File: src/ust_defines.svh
// Offsets, field positions, reset values and baud-tick counts of the status and timing sequencer.
// Assumes inclusion by bare name from every file that needs them.
`ifndef UST_DEFINES_SVH
`define UST_DEFINES_SVH
`define UST_ADDR_TXDATA 8'h00
`define UST_ADDR_RXDATA 8'h04
`define UST_ADDR_STATUS 8'h08
`define UST_ADDR_BAUD 8'h0c
`define UST_ADDR_CTRL 8'h10
`define UST_ADDR_PEND 8'h14
`define UST_ADDR_MASK 8'h18
`define UST_BAUD_CLKSEL 7
`define UST_CTRL_GIE 0
`define UST_CTRL_MIE 1
`define UST_CTRL_RTS 2
`define UST_CTRL_DTR 3
`define UST_CTRL_PAREN 4
`define UST_CTRL_PARODD 5
`define UST_BAUD_RESET 8'h00
`define UST_CTRL_RESET 8'h00
`define UST_MASK_RESET 8'h00
`define UST_TICK_TX_BUFFER_EMPTY 5'h04
`define UST_TICK_START 5'h05
`define UST_TICK_SAMPLE 5'h08
`define UST_TICK_FLAGS 5'h0b
`define UST_TICK_LATE_WR 5'h0c
`define UST_TICK_RELOAD 5'h0f
`define UST_TICK_BIT 5'h10
`define UST_LAST_BIT_PAR 4'ha
`define UST_LAST_BIT 4'h9
`define UST_RESP_OKAY 2'h0
`define UST_RESP_SLVERR 2'h2
`endif

File: src/ust_pkg.sv
// Types shared by the status and timing sequencer modules.
// Assumes the defines header supplies every numeric constant.
package ust_pkg;
	typedef enum logic [1:0] {
		TX_IDLE = 2'b00,
		TX_WAIT = 2'b01,
		TX_SHIFT = 2'b10
	} ust_tx_state_t;
	typedef enum logic [0:0] {
		RX_IDLE = 1'b0,
		RX_BITS = 1'b1
	} ust_rx_state_t;
	typedef struct packed {
		logic dr;
		logic tx_buffer_empty;
		logic tc;
		logic ms;
		logic brk;
		logic oe;
		logic fe;
		logic pe;
	} ust_status_t;
endpackage

File: src/ust_sync.sv
// Three-stage pin synchroniser with agreement filter.
// Assumes an asynchronous input; output changes once stages two and three agree.
`timescale 1ns/1ps
module ust_sync #(
	parameter logic RESET_VAL = 1'b1
) (
	input wire logic core_clk,
	input wire logic rst,
	input wire logic pinIn,
	output logic syncOut
);
	logic s1_q, s2_q, s3_q, out_q, out_d;

	always_comb begin
		out_d = (s2_q == s3_q) ? s3_q : out_q;
	end

	always_ff @(posedge core_clk or posedge rst) begin
		if (rst) begin
			s1_q <= RESET_VAL;
			s2_q <= RESET_VAL;
			s3_q <= RESET_VAL;
			out_q <= RESET_VAL;
		end else begin
			s1_q <= pinIn;
			s2_q <= s1_q;
			s3_q <= s2_q;
			out_q <= out_d;
		end
	end

	assign syncOut = out_q;
endmodule

File: src/ust_baud_gen.sv
// Baud generator: a 16x bit-rate clock divided from the core clock.
// Assumes divisor is the low seven bits of the baud select register.
`timescale 1ns/1ps
module ust_baud_gen (
	input wire logic core_clk,
	input wire logic rst,
	input wire logic [6:0] divisor,
	output logic baudClk,
	output logic baudTick
);
	logic [6:0] cnt_q, cnt_d;
	logic clk_q, clk_d, tick_q, tick_d;

	// Each half period lasts divisor+1 core cycles; the tick marks the falling edge.
	always_comb begin
		cnt_d = cnt_q + 7'h01;
		clk_d = clk_q;
		tick_d = 1'b0;
		if (cnt_q >= divisor) begin
			cnt_d = 7'h00;
			clk_d = !clk_q;
			tick_d = clk_q;
		end
	end

	always_ff @(posedge core_clk or posedge rst) begin
		if (rst) begin
			cnt_q <= 7'h00;
			clk_q <= 1'b0;
			tick_q <= 1'b0;
		end else begin
			cnt_q <= cnt_d;
			clk_q <= clk_d;
			tick_q <= tick_d;
		end
	end

	assign baudClk = clk_q;
	assign baudTick = tick_q;
endmodule

File: src/ust_top.sv
// UART transmit, receive, status and interrupt sequencing timed in 16x baud ticks.
// Assumes an AXI4-Lite master on core_clk and asynchronous serial and modem pins.
// Functional notes
// - Select bit low: clock output copies oscillator
// - Select bit high: clock output is baud clock
// - Idle shifter: start bit at fifth tick
// - Busy shifter: next frame after sixteenth tick
// - Write clears buffer-empty; set at fourth tick
// - Busy shifter: buffer-empty at fifteenth tick
// - Clear-to-send high holds off transmission
// - Status bit six mirrors buffer-empty
// - Transmit complete at eleventh stop tick
// - Receive errors update at eleventh stop tick
// - Modem line change sets modem status
// - Data ready at eleventh stop tick
// - Status bit seven mirrors data ready
// - Modem control write drives RTS and DTR
`timescale 1ns/1ps
`include "ust_defines.svh"
module ust_top (
	input wire logic core_clk,
	input wire logic rst,
	input wire logic [7:0] s_axi_awaddr,
	input wire logic s_axi_awvalid,
	output logic s_axi_awready,
	input wire logic [31:0] s_axi_wdata,
	input wire logic [3:0] s_axi_wstrb,
	input wire logic s_axi_wvalid,
	output logic s_axi_wready,
	output logic [1:0] s_axi_bresp,
	output logic s_axi_bvalid,
	input wire logic s_axi_bready,
	input wire logic [7:0] s_axi_araddr,
	input wire logic s_axi_arvalid,
	output logic s_axi_arready,
	output logic [31:0] s_axi_rdata,
	output logic [1:0] s_axi_rresp,
	output logic s_axi_rvalid,
	input wire logic s_axi_rready,
	input wire logic oscIn,
	input wire logic serialIn,
	input wire logic clearToSendN,
	input wire logic dataSetReadyN,
	output logic clockOut,
	output logic serialOut,
	output logic txBufferEmpty,
	output logic rxDataReady,
	output logic irqOut,
	output logic requestToSendN,
	output logic dataTermReadyN
);
	import ust_pkg::*;

	logic oscSync, rxSync, ctsSync, dsrSync, baudClk, baudTick;
	ust_sync #(.RESET_VAL(1'b0)) uOsc (.core_clk(core_clk), .rst(rst), .pinIn(oscIn),
		.syncOut(oscSync));
	ust_sync #(.RESET_VAL(1'b1)) uRx (.core_clk(core_clk), .rst(rst), .pinIn(serialIn),
		.syncOut(rxSync));
	ust_sync #(.RESET_VAL(1'b1)) uCts (.core_clk(core_clk), .rst(rst), .pinIn(clearToSendN),
		.syncOut(ctsSync));
	ust_sync #(.RESET_VAL(1'b1)) uDsr (.core_clk(core_clk), .rst(rst), .pinIn(dataSetReadyN),
		.syncOut(dsrSync));

	logic [7:0] baud_q, baud_d, ctrl_q, ctrl_d, mask_q, mask_d;
	ust_baud_gen uBaud (.core_clk(core_clk), .rst(rst), .divisor(baud_q[6:0]),
		.baudClk(baudClk), .baudTick(baudTick));

	// Register bus.
	logic awHeld_q, awHeld_d, wHeld_q, wHeld_d, awRdy_q, awRdy_d, wRdy_q, wRdy_d;
	logic bValid_q, bValid_d, arRdy_q, arRdy_d, rValid_q, rValid_d;
	logic [7:0] awAddr_q, awAddr_d;
	logic [7:0] wData_q, wData_d;
	logic wLane_q, wLane_d;
	logic [1:0] bResp_q, bResp_d, rResp_q, rResp_d;
	logic [31:0] rData_q, rData_d;
	logic doWrite, wrTx, wrPend, rxRead, statusRead, awMapped, arMapped;
	ust_status_t status, pend_q, pend_d;
	logic [7:0] rxBuf_q, rxBuf_d;

	always_comb begin
		awHeld_d = awHeld_q | (s_axi_awvalid & awRdy_q);
		wHeld_d = wHeld_q | (s_axi_wvalid & wRdy_q);
		awAddr_d = (s_axi_awvalid & awRdy_q) ? s_axi_awaddr : awAddr_q;
		wData_d = (s_axi_wvalid & wRdy_q) ? s_axi_wdata[7:0] : wData_q;
		wLane_d = (s_axi_wvalid & wRdy_q) ? s_axi_wstrb[0] : wLane_q;
		bValid_d = bValid_q & !s_axi_bready;
		bResp_d = bResp_q;
		awMapped = awAddr_q == `UST_ADDR_TXDATA || awAddr_q == `UST_ADDR_BAUD
			|| awAddr_q == `UST_ADDR_CTRL || awAddr_q == `UST_ADDR_PEND
			|| awAddr_q == `UST_ADDR_MASK;
		doWrite = awHeld_q & wHeld_q & !bValid_q;
		baud_d = baud_q;
		ctrl_d = ctrl_q;
		mask_d = mask_q;
		if (doWrite) begin
			awHeld_d = 1'b0;
			wHeld_d = 1'b0;
			bValid_d = 1'b1;
			bResp_d = awMapped ? `UST_RESP_OKAY : `UST_RESP_SLVERR;
			if (wLane_q && awAddr_q == `UST_ADDR_BAUD) begin
				baud_d = wData_q;
			end
			if (wLane_q && awAddr_q == `UST_ADDR_CTRL) begin
				ctrl_d = wData_q;
			end
			if (wLane_q && awAddr_q == `UST_ADDR_MASK) begin
				mask_d = wData_q;
			end
		end
		wrTx = doWrite & wLane_q & (awAddr_q == `UST_ADDR_TXDATA);
		wrPend = doWrite & wLane_q & (awAddr_q == `UST_ADDR_PEND);
		awRdy_d = !awHeld_d & !bValid_d;
		wRdy_d = !wHeld_d & !bValid_d;
		arMapped = s_axi_araddr == `UST_ADDR_RXDATA || s_axi_araddr == `UST_ADDR_STATUS
			|| s_axi_araddr == `UST_ADDR_BAUD || s_axi_araddr == `UST_ADDR_CTRL
			|| s_axi_araddr == `UST_ADDR_PEND || s_axi_araddr == `UST_ADDR_MASK;
		rValid_d = rValid_q & !s_axi_rready;
		rData_d = rData_q;
		rResp_d = rResp_q;
		rxRead = 1'b0;
		statusRead = 1'b0;
		if (s_axi_arvalid && arRdy_q) begin
			rValid_d = 1'b1;
			rResp_d = arMapped ? `UST_RESP_OKAY : `UST_RESP_SLVERR;
			rxRead = s_axi_araddr == `UST_ADDR_RXDATA;
			statusRead = s_axi_araddr == `UST_ADDR_STATUS;
			case (s_axi_araddr)
				`UST_ADDR_RXDATA: rData_d = {24'h000000, rxBuf_q};
				`UST_ADDR_STATUS: rData_d = {24'h000000, status};
				`UST_ADDR_BAUD: rData_d = {24'h000000, baud_q};
				`UST_ADDR_CTRL: rData_d = {24'h000000, ctrl_q};
				`UST_ADDR_PEND: rData_d = {24'h000000, pend_q};
				`UST_ADDR_MASK: rData_d = {24'h000000, mask_q};
				default: rData_d = 32'h00000000;
			endcase
		end
		arRdy_d = !rValid_d;
	end

	// Transmitter.
	ust_tx_state_t txState_q, txState_d;
	logic [4:0] txCnt_q, txCnt_d, txInc;
	logic [3:0] txBit_q, txBit_d, lastBit;
	logic [10:0] shift_q, shift_d, nextFrame;
	logic [7:0] hold_q, hold_d;
	logic holdFull_q, holdFull_d, queued_q, queued_d, serOut_q, serOut_d, tcSet;
	logic ctsHigh;

	assign ctsHigh = ctsSync;
	assign lastBit = ctrl_q[`UST_CTRL_PAREN] ? `UST_LAST_BIT_PAR : `UST_LAST_BIT;
	assign nextFrame = ctrl_q[`UST_CTRL_PAREN]
		? {1'b1, (^hold_q) ^ ctrl_q[`UST_CTRL_PARODD], hold_q, 1'b0}
		: {2'b11, hold_q, 1'b0};
	assign txInc = txCnt_q + 5'h01;

	always_comb begin
		txState_d = txState_q;
		txCnt_d = txCnt_q;
		txBit_d = txBit_q;
		shift_d = shift_q;
		hold_d = wrTx ? wData_q : hold_q;
		holdFull_d = holdFull_q | wrTx;
		queued_d = queued_q;
		serOut_d = serOut_q;
		tcSet = 1'b0;
		case (txState_q)
			TX_IDLE: begin
				if (holdFull_q && !ctsHigh) begin
					txState_d = TX_WAIT;
					txCnt_d = 5'h00;
				end
			end
			TX_WAIT: begin
				if (ctsHigh && txCnt_q < `UST_TICK_TX_BUFFER_EMPTY) begin
					txState_d = TX_IDLE;
				end else if (baudTick) begin
					txCnt_d = txInc;
					if (txInc == `UST_TICK_TX_BUFFER_EMPTY) begin
						shift_d = nextFrame;
						holdFull_d = wrTx;
					end
					if (txInc == `UST_TICK_START) begin
						txState_d = TX_SHIFT;
						txCnt_d = 5'h00;
						txBit_d = 4'h0;
						serOut_d = shift_q[0];
					end
				end
			end
			TX_SHIFT: begin
				if (baudTick) begin
					txCnt_d = txInc;
					if (txBit_q == lastBit && txInc == `UST_TICK_FLAGS) begin
						tcSet = !holdFull_q;
					end
					if (txBit_q == lastBit && txInc == `UST_TICK_LATE_WR) begin
						queued_d = holdFull_q & !ctsHigh;
					end
					if (txBit_q == lastBit && txInc == `UST_TICK_RELOAD && queued_q) begin
						shift_d = nextFrame;
						holdFull_d = wrTx;
					end
					if (txInc == `UST_TICK_BIT) begin
						txCnt_d = 5'h00;
						if (txBit_q != lastBit) begin
							txBit_d = txBit_q + 4'h1;
							serOut_d = shift_q[txBit_q + 4'h1];
						end else if (queued_q) begin
							txBit_d = 4'h0;
							serOut_d = shift_q[0];
							queued_d = 1'b0;
						end else begin
							txState_d = TX_IDLE;
							serOut_d = 1'b1;
						end
					end
				end
			end
			default: txState_d = TX_IDLE;
		endcase
	end

	// Receiver.
	ust_rx_state_t rxState_q, rxState_d;
	logic [4:0] rxCnt_q, rxCnt_d, rxInc;
	logic [3:0] rxBit_q, rxBit_d;
	logic [10:0] rxShift_q, rxShift_d;
	logic rxDone, rxPar;

	assign rxInc = rxCnt_q + 5'h01;
	assign rxPar = ^rxShift_q[9:1] ^ ctrl_q[`UST_CTRL_PARODD];

	always_comb begin
		rxState_d = rxState_q;
		rxCnt_d = rxCnt_q;
		rxBit_d = rxBit_q;
		rxShift_d = rxShift_q;
		rxDone = 1'b0;
		case (rxState_q)
			RX_IDLE: begin
				if (!rxSync) begin
					rxState_d = RX_BITS;
					rxCnt_d = 5'h00;
					rxBit_d = 4'h0;
				end
			end
			RX_BITS: begin
				if (baudTick) begin
					rxCnt_d = rxInc;
					if (rxInc == `UST_TICK_SAMPLE) begin
						rxShift_d[rxBit_q] = rxSync;
						if (rxBit_q == 4'h0 && rxSync) begin
							rxState_d = RX_IDLE;
						end
					end
					if (rxBit_q == lastBit && rxInc == `UST_TICK_FLAGS) begin
						rxDone = 1'b1;
						rxState_d = RX_IDLE;
					end else if (rxInc == `UST_TICK_BIT) begin
						rxCnt_d = 5'h00;
						rxBit_d = rxBit_q + 4'h1;
					end
				end
			end
			default: rxState_d = RX_IDLE;
		endcase
	end

	// Status, interrupts and modem lines.
	ust_status_t ev, sticky_q, sticky_d, ack;
	logic dr_q, dr_d, tx_buffer_empty_q, tx_buffer_empty_d, irq_q, irq_d, clk_q, clk_d, ctsOld_q, dsrOld_q;
	logic rtsN_q, dtrN_q, stopBit;

	assign stopBit = rxShift_q[lastBit];
	assign status = {dr_q, tx_buffer_empty_q, sticky_q[5:0]};

	always_comb begin
		ev = '0;
		ev.tx_buffer_empty = holdFull_q & !holdFull_d;
		ev.tc = tcSet;
		ev.ms = (ctsSync != ctsOld_q) | (dsrSync != dsrOld_q);
		ev.dr = rxDone;
		ev.brk = rxDone & (rxShift_q[8:0] == 9'h000) & !stopBit;
		ev.oe = rxDone & dr_q & !rxRead;
		ev.fe = rxDone & !stopBit;
		ev.pe = rxDone & ctrl_q[`UST_CTRL_PAREN] & rxPar;
		ack = statusRead ? 8'hff : 8'h00;
		sticky_d = (sticky_q & ~ack) | ev;
		pend_d = (pend_q & ~ack & ~(wrPend ? wData_q : 8'h00)) | ev;
		dr_d = rxDone | (dr_q & !rxRead);
		rxBuf_d = rxDone ? rxShift_q[8:1] : rxBuf_q;
		tx_buffer_empty_d = !holdFull_d;
		irq_d = ctrl_q[`UST_CTRL_GIE] & |(pend_d & mask_q
			& {3'b111, ctrl_q[`UST_CTRL_MIE], 4'hf});
		clk_d = baud_q[`UST_BAUD_CLKSEL] ? baudClk : oscSync;
	end

	always_ff @(posedge core_clk or posedge rst) begin
		if (rst) begin
			awHeld_q <= 1'b0;
			wHeld_q <= 1'b0;
			awRdy_q <= 1'b0;
			wRdy_q <= 1'b0;
			bValid_q <= 1'b0;
			arRdy_q <= 1'b0;
			rValid_q <= 1'b0;
			awAddr_q <= 8'h00;
			wData_q <= 8'h00;
			wLane_q <= 1'b0;
			bResp_q <= 2'h0;
			rResp_q <= 2'h0;
			rData_q <= 32'h00000000;
			baud_q <= `UST_BAUD_RESET;
			ctrl_q <= `UST_CTRL_RESET;
			mask_q <= `UST_MASK_RESET;
			txState_q <= TX_IDLE;
			txCnt_q <= 5'h00;
			txBit_q <= 4'h0;
			shift_q <= 11'h7ff;
			hold_q <= 8'h00;
			holdFull_q <= 1'b0;
			queued_q <= 1'b0;
			serOut_q <= 1'b1;
			rxState_q <= RX_IDLE;
			rxCnt_q <= 5'h00;
			rxBit_q <= 4'h0;
			rxShift_q <= 11'h000;
			rxBuf_q <= 8'h00;
			sticky_q <= '0;
			pend_q <= '0;
			dr_q <= 1'b0;
			tx_buffer_empty_q <= 1'b1;
			irq_q <= 1'b0;
			clk_q <= 1'b0;
			ctsOld_q <= 1'b1;
			dsrOld_q <= 1'b1;
			rtsN_q <= 1'b1;
			dtrN_q <= 1'b1;
		end else begin
			awHeld_q <= awHeld_d;
			wHeld_q <= wHeld_d;
			awRdy_q <= awRdy_d;
			wRdy_q <= wRdy_d;
			bValid_q <= bValid_d;
			arRdy_q <= arRdy_d;
			rValid_q <= rValid_d;
			awAddr_q <= awAddr_d;
			wData_q <= wData_d;
			wLane_q <= wLane_d;
			bResp_q <= bResp_d;
			rResp_q <= rResp_d;
			rData_q <= rData_d;
			baud_q <= baud_d;
			ctrl_q <= ctrl_d;
			mask_q <= mask_d;
			txState_q <= txState_d;
			txCnt_q <= txCnt_d;
			txBit_q <= txBit_d;
			shift_q <= shift_d;
			hold_q <= hold_d;
			holdFull_q <= holdFull_d;
			queued_q <= queued_d;
			serOut_q <= serOut_d;
			rxState_q <= rxState_d;
			rxCnt_q <= rxCnt_d;
			rxBit_q <= rxBit_d;
			rxShift_q <= rxShift_d;
			rxBuf_q <= rxBuf_d;
			sticky_q <= sticky_d;
			pend_q <= pend_d;
			dr_q <= dr_d;
			tx_buffer_empty_q <= tx_buffer_empty_d;
			irq_q <= irq_d;
			clk_q <= clk_d;
			ctsOld_q <= ctsSync;
			dsrOld_q <= dsrSync;
			rtsN_q <= !ctrl_d[`UST_CTRL_RTS];
			dtrN_q <= !ctrl_d[`UST_CTRL_DTR];
		end
	end

	assign s_axi_awready = awRdy_q;
	assign s_axi_wready = wRdy_q;
	assign s_axi_bvalid = bValid_q;
	assign s_axi_bresp = bResp_q;
	assign s_axi_arready = arRdy_q;
	assign s_axi_rvalid = rValid_q;
	assign s_axi_rdata = rData_q;
	assign s_axi_rresp = rResp_q;
	assign clockOut = clk_q;
	assign serialOut = serOut_q;
	assign txBufferEmpty = tx_buffer_empty_q;
	assign rxDataReady = dr_q;
	assign irqOut = irq_q;
	assign requestToSendN = rtsN_q;
	assign dataTermReadyN = dtrN_q;

	clk_osc_a: assert property (@(posedge core_clk) disable iff (rst)
		!baud_q[`UST_BAUD_CLKSEL] |=> clockOut == $past(oscSync))
		else $error("clock output not the oscillator copy");
	clk_brg_a: assert property (@(posedge core_clk) disable iff (rst)
		baud_q[`UST_BAUD_CLKSEL] |=> clockOut == $past(baudClk))
		else $error("clock output not the baud clock");
	tx_start_a: assert property (@(posedge core_clk) disable iff (rst)
		txState_q == TX_WAIT && baudTick && txInc == `UST_TICK_START |=>
		txState_q == TX_SHIFT && !serialOut)
		else $error("start bit not sent at fifth tick");
	tx_buffer_empty_wait_a: assert property (@(posedge core_clk) disable iff (rst)
		txState_q == TX_WAIT && baudTick && txInc == `UST_TICK_TX_BUFFER_EMPTY && !ctsHigh && !wrTx
		|=> txBufferEmpty ##1 (txBufferEmpty || $past(wrTx)))
		else $error("buffer empty not set at fourth tick");
	tx_buffer_empty_clear_a: assert property (@(posedge core_clk) disable iff (rst)
		wrTx |=> !txBufferEmpty)
		else $error("write did not clear buffer empty");
	cts_hold_a: assert property (@(posedge core_clk) disable iff (rst)
		txState_q == TX_IDLE && ctsHigh |=> txState_q == TX_IDLE)
		else $error("transmission began while clear-to-send high");
	stat_mirror_a: assert property (@(posedge core_clk) disable iff (rst)
		statusRead |=> s_axi_rdata[7:6] == $past({dr_q, tx_buffer_empty_q}))
		else $error("status bits do not mirror ready flags");
	irq_gate_a: assert property (@(posedge core_clk) disable iff (rst)
		irqOut |-> $past(ctrl_q[`UST_CTRL_GIE]))
		else $error("interrupt raised while disabled");
	dr_read_a: assert property (@(posedge core_clk) disable iff (rst)
		rxRead && !rxDone |=> !rxDataReady)
		else $error("receive read did not clear data ready");
	ack_drop_a: assert property (@(posedge core_clk) disable iff (rst)
		statusRead && ev == 8'h00 |=> !irqOut)
		else $error("acknowledging read left interrupt high");
endmodule

File: config.mk
export PLATFORM = sky130hd
export DESIGN_NAME = ust_top
export DESIGN_NICKNAME = d
export VERILOG_FILES = /design/src/ust_pkg.sv /design/src/ust_sync.sv /design/src/ust_baud_gen.sv /design/src/ust_top.sv
export VERILOG_INCLUDE_DIRS = /design/src /design/src/src
export SDC_FILE = /design/constraint.sdc
export NUM_CORES = 1
export LEC_CHECK = 0
export BUFFER_PORTS_ARGS = -buffer_cell sky130_fd_sc_hd__buf_2
export CORE_UTILIZATION = 33
export DETAILED_ROUTE_END_ITERATION = 12
export SKIP_LAST_GASP = 1
export SYNTH_ARGS = -nofsm -noshare
export SYNTH_HDL_FRONTEND = slang
export SYNTH_SLANG_ARGS = --single-unit
File: constraint.sdc
create_clock -name core_clk -period 6.1 [get_ports core_clk]
set_input_delay 1.22 -clock core_clk [delete_from_list [all_inputs] [get_ports core_clk]]
set_output_delay 1.22 -clock core_clk [all_outputs]
set_load 0.05 [all_outputs]
==> summary.txt, run 1 <==
Status
  • Status: finished, final reports clean

Logic synthesis
  • Post-Synth Simple-Gate Area: 0.162
  • Ranking of synthesized cells by area: dfrtp_1 42%, dfstp_2 8.9%, nand2_1 6.0%
  • Asr flop ratio synth: 1.00
  • Sequential share of the synthesized area: 0.507
  • Dominant synthesized flop cell: dfrtp_1
  • Post-synth cell types: 73
  • Synth Area in Adders: 0.0397
  • Syn avg cell area: roughly 11 um^2
  • Main combinational cell family by area after synthesis: simple AND/OR/NAND/NOR gates
  • Synth cell count leaders: 138 x dfrtp_1, 132 x nand2_1, 34 x mux2_2, 34 x o21ai_0, 33 x inv_1
  • Cell taking the most area after synthesis: dfrtp_1
  • Count leader, synth: dfrtp_1
  • Post-synthesis compound-gate area fraction: 0.124
  • Ys Warns: 0
  • XOR/XNOR Fraction of Synth Area: 0.0303
  • Mapped Area: 8270 um^2
  • Synth Instances: 786
  • FF+latch count, synth: between 150 and 200
  • Top-area cell type share of the netlist area: 0.418
  • Multiplexer share of the synthesized area: 0.0849
  • EDFF count, synth: 0

Timing
  • Max-slew violations: 0
  • Fmax: between 200 and 300 MHz
  • Unrepaired setup endpoints after global routing: no
  • Count of final setup violators: 0
  • Fin. Hold Viols: 0
  • Crit share post-route: 0.553
  • Worst setup margin: between 2000 and 3000 ps
  • Clock Skew: roughly 9.6 ps
  • Minimum clock period: between 3000 and 4000 ps
  • Slew margin rel.: 0.134
  • Slew @ Worst Pin: ~1300 ps
  • Setup tns final: 0 ps

Route
  • Via/cell ratio: between 5 and 6
  • Final ANT Viol Nets: 0
  • Final wirelength: approximately 19000 um
  • Iter 0 DRT Violations: 330
  • Detailed Routing Iterations Pass 1: 5
  • Via count: 5923
  • DR WL/cell: ~16 um
  • Remaining DRCs: 0

Setup path
  • WP data required: 6400 ps
  • CP Capture Type: register
  • Setup CP Type: input port to register
  • Arr. time, crit path: ~3700 ps
  • Crit start category: input port
  • Worst-path fanout max: 14

Pwr
  • PD cells: approximately 370 nW/um^2
  • LEAKAGE: approximately 0.0042 uW
  • Total power: 3520 uW
  • Peak VDD IR: approximately 0.00027 V

Hold path
  • HP Class: register to register

Finish
  • Share of cells above drive strength 1: 0.203
  • Post-route cell area: 9400 um^2
  • Layout area overhead: 13.7%
  • Antenna cells: 0
  • Final nets: a little over 900
  • Filler Cells Inserted: ~2400

CTS
  • CTS tree: done
  • Worst skew pair latency: 440 ps
  • Hold Buf Count CTS: 0
  • Depth of the CTS H-tree: 4
  • Clk buf depth: 2
  • CTS Buf Count: 17
  • CTS-repair resized insts: 0
  • CTS clk-pin slew, worst paths: ~70 ps
  • Root buffer cell: clkbuf_16
  • Post CTS Setup Buffer Count: 0
  • CTS Sinks: roughly 170

Placed design
  • Port bufs: 57
  • Pre-CTS setup slack: 2280 ps
  • RePlAce Congestion: 0.837
  • DP Area: slightly below 9000 um^2
  • Detailed Place HPWL: 13300 um

Global routing
  • Largest net degree at the start of global routing: between 100 and 150
  • Initial antenna violation count: 0
  • Vias in the first global route: around 5800
  • First-pass GRT wire length: approximately 31000 um
  • Grt ovf: 0
  • GRT Util Overall: 0.154

Floorplan
  • Cell row count: 57
  • Die height: 160 um
  • Die area: roughly 26000 um^2
  • Initial Util: 0.338
  • Die width: roughly 160 um
  • Core area: about 24000 um^2
  • IO Pins: about 110

Flow run
  • Max-Cap Viols: 0
[state kept, by name, indices dropped and copies added, names as in the netlist, 2 cells and up]
name         count
status           6
awAddr_q         8
txCnt_q          5
s_axi_rdata      8
uBaud.cnt_q      7
txBit_q          4
pend_q           8
mask_q           8
wData_q          8
rxBuf_q          8
shift_q         10
rxShift_q       11
txState_q        2
baud_q           8
ctrl_q           8
rxBit_q          4
rxCnt_q          5
hold_q           8
[placed cells by master, fill, tap and decap left out, types with 6 or more instances in the layout]
cell type and instances:
a211oi_1 9, a21o_1 11, a21oi_1 19, a22oi_1 24, a41oi_1 8, and3_1 6
buf_2 57, clkbuf_16 17, conb_1 26, dfrtp_1 138, dfstp_2 28, ha_1 23
inv_1 32, mux2_1 19, mux2_2 34, mux2i_1 6, nand2_1 132, nand2b_1 10
nand3_1 23, nor2_1 26, nor2b_1 10, nor3_1 16, o21ai_0 34, o21ai_1 6
xnor2_1 18, xor2_1 8
[per-stage QoR]
| stage | cells | utilization | hold WS (ps) |
|---|---|---|---|
| final | 1178 | 0.384 | 347 |
| after global routing | 1178 | 0.384 | 357 |
| after CTS | 1178 | 0.384 | 349 |
| after detailed placement | 1146 | 0.359 | 335 |
| after global placement | 1146 | 0.359 | 334 |
| after floorplan | 811 | - | 331 |
[cell families (layout without fill, tap and decap cells)]
group / Yosys count / after routing
other cells: 1 / 26
xor+xnor: 27 / 27
flops: 166 / 166
compound gates: 150 / 150
buf+inv: 85 / 128
mux: 61 / 61
simple gates: 269 / 269
fa+ha+maj: 27 / 27
[area by class of cell]
class	count	area, um^2	area share
sequential	166	4190	0.446
inverter	34	133	0.0141
multi-input combinational	560	3740	0.398
tap	324	405	0.0431
clock buffer	22	484	0.0515
timing repair buffer	62	323	0.0343
clock inverter	10	121	0.0129
[per-layer routing]
metal / wire length [um] / part of all wire / track usage
met3: 820 / 0.044 / 0.0286
met2: 8540 / 0.46 / 0.233
met1: 8970 / 0.48 / 0.219
met4: 246 / 0.013 / 0.0558
met5: 0 / 0 / 0
[critical path, cell delays in order]
cell,delay (ps)
buf_2,130
or4_4,550
nor4_1,330
nand2_1,440
a31o_1,360
and3_4,190
a2111oi_4,310
a41oi_1,150
[power breakdown]
| part | leakage (uW) | switching (uW) | total, uW | internal, uW |
|---|---|---|---|---|
| clock network | 0.000285 | 448 | 1100 | 647 |
| registers | 0.00207 | 247 | 1550 | 1300 |
| logic | 0.00185 | 528 | 874 | 346 |
| total | 0.00421 | 1220 | 3520 | 2300 |
[path summary, 6_finish.rpt]
kind                                         from  depth (start not counted)                       end  slack [ps]
max reg2reg                txCnt_q[0]$_DFFE_PP0P_                          7          irqOut$_DFF_PP0_        2830
max in group asynchronous                     rst                          3  rxShift_q[7]$_DFFE_PP0P_        3760
min reg2reg                   uOsc.s1_q$_DFF_PP0_                          0       uOsc.s2_q$_DFF_PP0_         350
min in group asynchronous                     rst                          2    txCnt_q[2]$_DFFE_PP0P_        1040
min                           uOsc.s1_q$_DFF_PP0_                          0       uOsc.s2_q$_DFF_PP0_         350
max                               s_axi_araddr[4]                          8          irqOut$_DFF_PP0_        2730
(Power assumes the default switching activity.)
==> run 2: changes to the inputs <==
Clock period 6.1 ns to 2.8 ns, I/O delays scaled along.
==> run 2 against run 1 <==
Combinational power rose by 140%. Global-route usage is 0.12 points higher. Worst hold slack worse by 120 ps. Register-to-register slack lost 2600 ps. Routed wire length rose by 1.1%. Power increased by 120%. Sequential cell count is the same. Critical path type is now register to register. Largest power group unchanged.
==> summary.txt, run 2 (synthesis results as in run 1) <==
Setup path
  • Crit start category: register (was input port)
  • Worst path bufs/invs: 1 (unchanged)
  • Slowest cell on the critical path: dfrtp_1 (was or4_4)
  • Slowest stage delay, CP: 380 ps (was 550 ps)
  • Setup CP Type: register to register (was input port to register)
  • Arr. time, crit path: 2880 ps (was 3680 ps)
  • WP data required: 3150 ps (was 6400 ps)
  • CP Capture Type: register (unchanged)
  • Crit path max-delay family: compound AO/OA/AOI/OAI gates (was simple AND/OR/NAND/NOR gates)
  • Cell Chain, Critical Path: ha_1 > or3b_1 > o31ai_1 > a21oi_1 > a211oi_1 > and2_1 > buf_12 > mux2_1 (was buf_2 > or4_4 > nor4_1 > nand2_1 > a31o_1 > and3_4 > a2111oi_4 > a41oi_1)
  • Worst-path fanout max: 10 (was 14)

Route
  • Via/cell ratio: 4.96 (was 5.03)
  • Final ANT Viol Nets: 0 (unchanged)
  • DR WL/cell: 15.5 um (was 15.8 um)
  • Iter 0 DRT Violations: 468 (was 330)
  • Final wirelength: 18800 um (was 18600 um)
  • Via count: 6002 (was 5923)
  • Detailed Routing Iterations Pass 1: 5 (unchanged)
  • Remaining DRCs: 0 (unchanged)

Timing
  • Fin. Hold Viols: 0 (unchanged)
  • Clock Skew: 10.5 ps (was 9.61 ps)
  • Slew margin rel.: 0.455 (was 0.134)
  • Minimum clock period: 2530 ps
  • Unrepaired setup endpoints after global routing: no (unchanged)
  • Max-slew violations: 0 (unchanged)
  • Slew @ Worst Pin: 816 ps (was 1290 ps)
  • Count of final setup violators: 0 (unchanged)
  • Worst Hold Margin: 230 ps (was 347 ps)
  • Fmax: around 400 MHz
  • Crit share post-route: 0.903

Placed design
  • Detailed Place HPWL: 13800 um (was 13300 um)
  • Dpl cells: 1179 (was 1146)
  • Port bufs: 57 (unchanged)
  • RePlAce Congestion: 0.821 (was 0.837)
  • DP Area: 9080 um^2 (was 8790 um^2)

CTS
  • CTS clk-pin slew, worst paths: 60 ps (was 70 ps)
  • Root buffer cell: clkbuf_16 (unchanged)
  • Depth of the CTS H-tree: 4 (unchanged)
  • Post CTS Setup Buffer Count: 0 (unchanged)
  • Worst skew pair latency: 430 ps (was 440 ps)
  • CTS tree: done (unchanged)
  • Clk buf depth: 2 (unchanged)
  • CTS-repair resized insts: 0 (unchanged)
  • Hold Buf Count CTS: 0 (unchanged)
  • CTS Buf Count: 17 (unchanged)
  • CTS Sinks: 166 (unchanged)

Pwr
  • PD cells: 799 nW/um^2 (was 375 nW/um^2)
  • LEAKAGE: 0.00438 uW (was 0.00421 uW)
  • Peak VDD IR: 0.000499 V (was 0.000265 V)

Finish
  • Post-route cell area: 9660 um^2 (was 9400 um^2)
  • Commonest non-fill, non-tap cells in the layout: 138 x dfrtp_1, 132 x nand2_1, 57 x buf_2 (unchanged)
  • Final nets: 960 (was 927)
  • Biggest register: rxShift_q (unchanged)
  • Commonest non-fill, non-tap cell in the layout: dfrtp_1 (unchanged)
  • Cell Count, Final, Fillers Out: 1211 (was 1178)
  • Share of cells above drive strength 1: 0.232 (was 0.203)
  • Layout area overhead: 16.9% (was 13.7%)
  • Max reg flops: 11 (unchanged)
  • Regs by FF count: rxShift_q: 11 flops, shift_q: 10 flops (unchanged)
  • Antenna cells: 0 (unchanged)

Global routing
  • Largest net degree at the start of global routing: 43 (was 114)
  • Grt ovf: 0 (unchanged)
  • Initial antenna violation count: 0 (unchanged)
  • First-pass GRT wire length: 31500 um (was 31000 um)
  • GRT Util Overall: 0.155 (was 0.154)
  • Vias in the first global route: 5806 (was 5805)

Status
  • Status: finished, final reports clean (unchanged)

Floorplan
  • Die width: 160 um (unchanged)
  • Die area: 25700 um^2 (unchanged)
  • Initial Util: 0.338 (unchanged)
  • Die height: 160 um (unchanged)
  • Cell row count: 57 (unchanged)
  • Core area: 24500 um^2 (unchanged)
  • IO Pins: 111 (unchanged)

Flow run
  • Max-Cap Viols: 0 (unchanged)

Hold path
  • HP Class: input port to register (was register to register)
-- run 2: through the flow --
| step | util | worst slack (ps) | power (uW) | setup TNS, ps |
|---|---|---|---|---|
| global placement | 0.371 | 25.8 | 5400 | 0 |
| CTS | 0.395 | 241 | 7790 | 0 |
| detailed placement | 0.371 | -1.69 | 5440 | -1.69 |
| finish | 0.395 | 273 | 7720 | 0 |
| floorplan | - | 129 | 4850 | 0 |
| global route | 0.395 | 140 | 8180 | 0 |
-- run 2: worst register-to-register path: cells and delay by family (launching register included) --
kind | cells | cell delay, ps
buffers and inverters | 1 | 140
DFF | 1 | 380
adders and majority gates | 1 | 210
AOI/OAI and AO/OA | 3 | 790
and+or+nand+nor | 2 | 600
muxes | 1 | 330
-- run 2: layer usage --
| layer | global-route usage | part of all wire |
|---|---|---|
| met5 | 0 | 0 |
| met4 | 0.0476 | 0.011 |
| met3 | 0.0288 | 0.046 |
| met2 | 0.227 | 0.44 |
| met1 | 0.231 | 0.51 |
-- run 2: layout make-up --
cell class                 count  area (um^2)
sequential                   166         4190
clock buffer                  20          457
timing repair buffer          95          608
tap                          324          405
clock inverter                12          126
multi-input combinational    560         3740
fill                        2375        14800
inverter                      34          131
-- run 2: path summary, 6_finish.rpt --
kind	start	to	slack, ps	cells after the start
worst min-delay path	dataSetReadyN	uDsr.s1_q$_DFF_PP1_	230	1
min in group asynchronous	rst	txCnt_q[2]$_DFFE_PP0P_	290	2
worst max register to register	txCnt_q[0]$_DFFE_PP0P_	shift_q[4]$_DFFE_PP1P_	270	8
worst max-delay path	txCnt_q[0]$_DFFE_PP0P_	shift_q[4]$_DFFE_PP1P_	270	8
worst min register to register	uOsc.s1_q$_DFF_PP0_	uOsc.s2_q$_DFF_PP0_	350	0
max in group asynchronous	rst	uDsr.s1_q$_DFF_PP1_	1760	3
-- run 2: power by group --
part | internal [uW] | switching (uW) | leakage (uW)
sequential | 2840 | 482 | 0.00207
clock | 1360 | 980 | 0.000286
combinational | 839 | 1220 | 0.00203
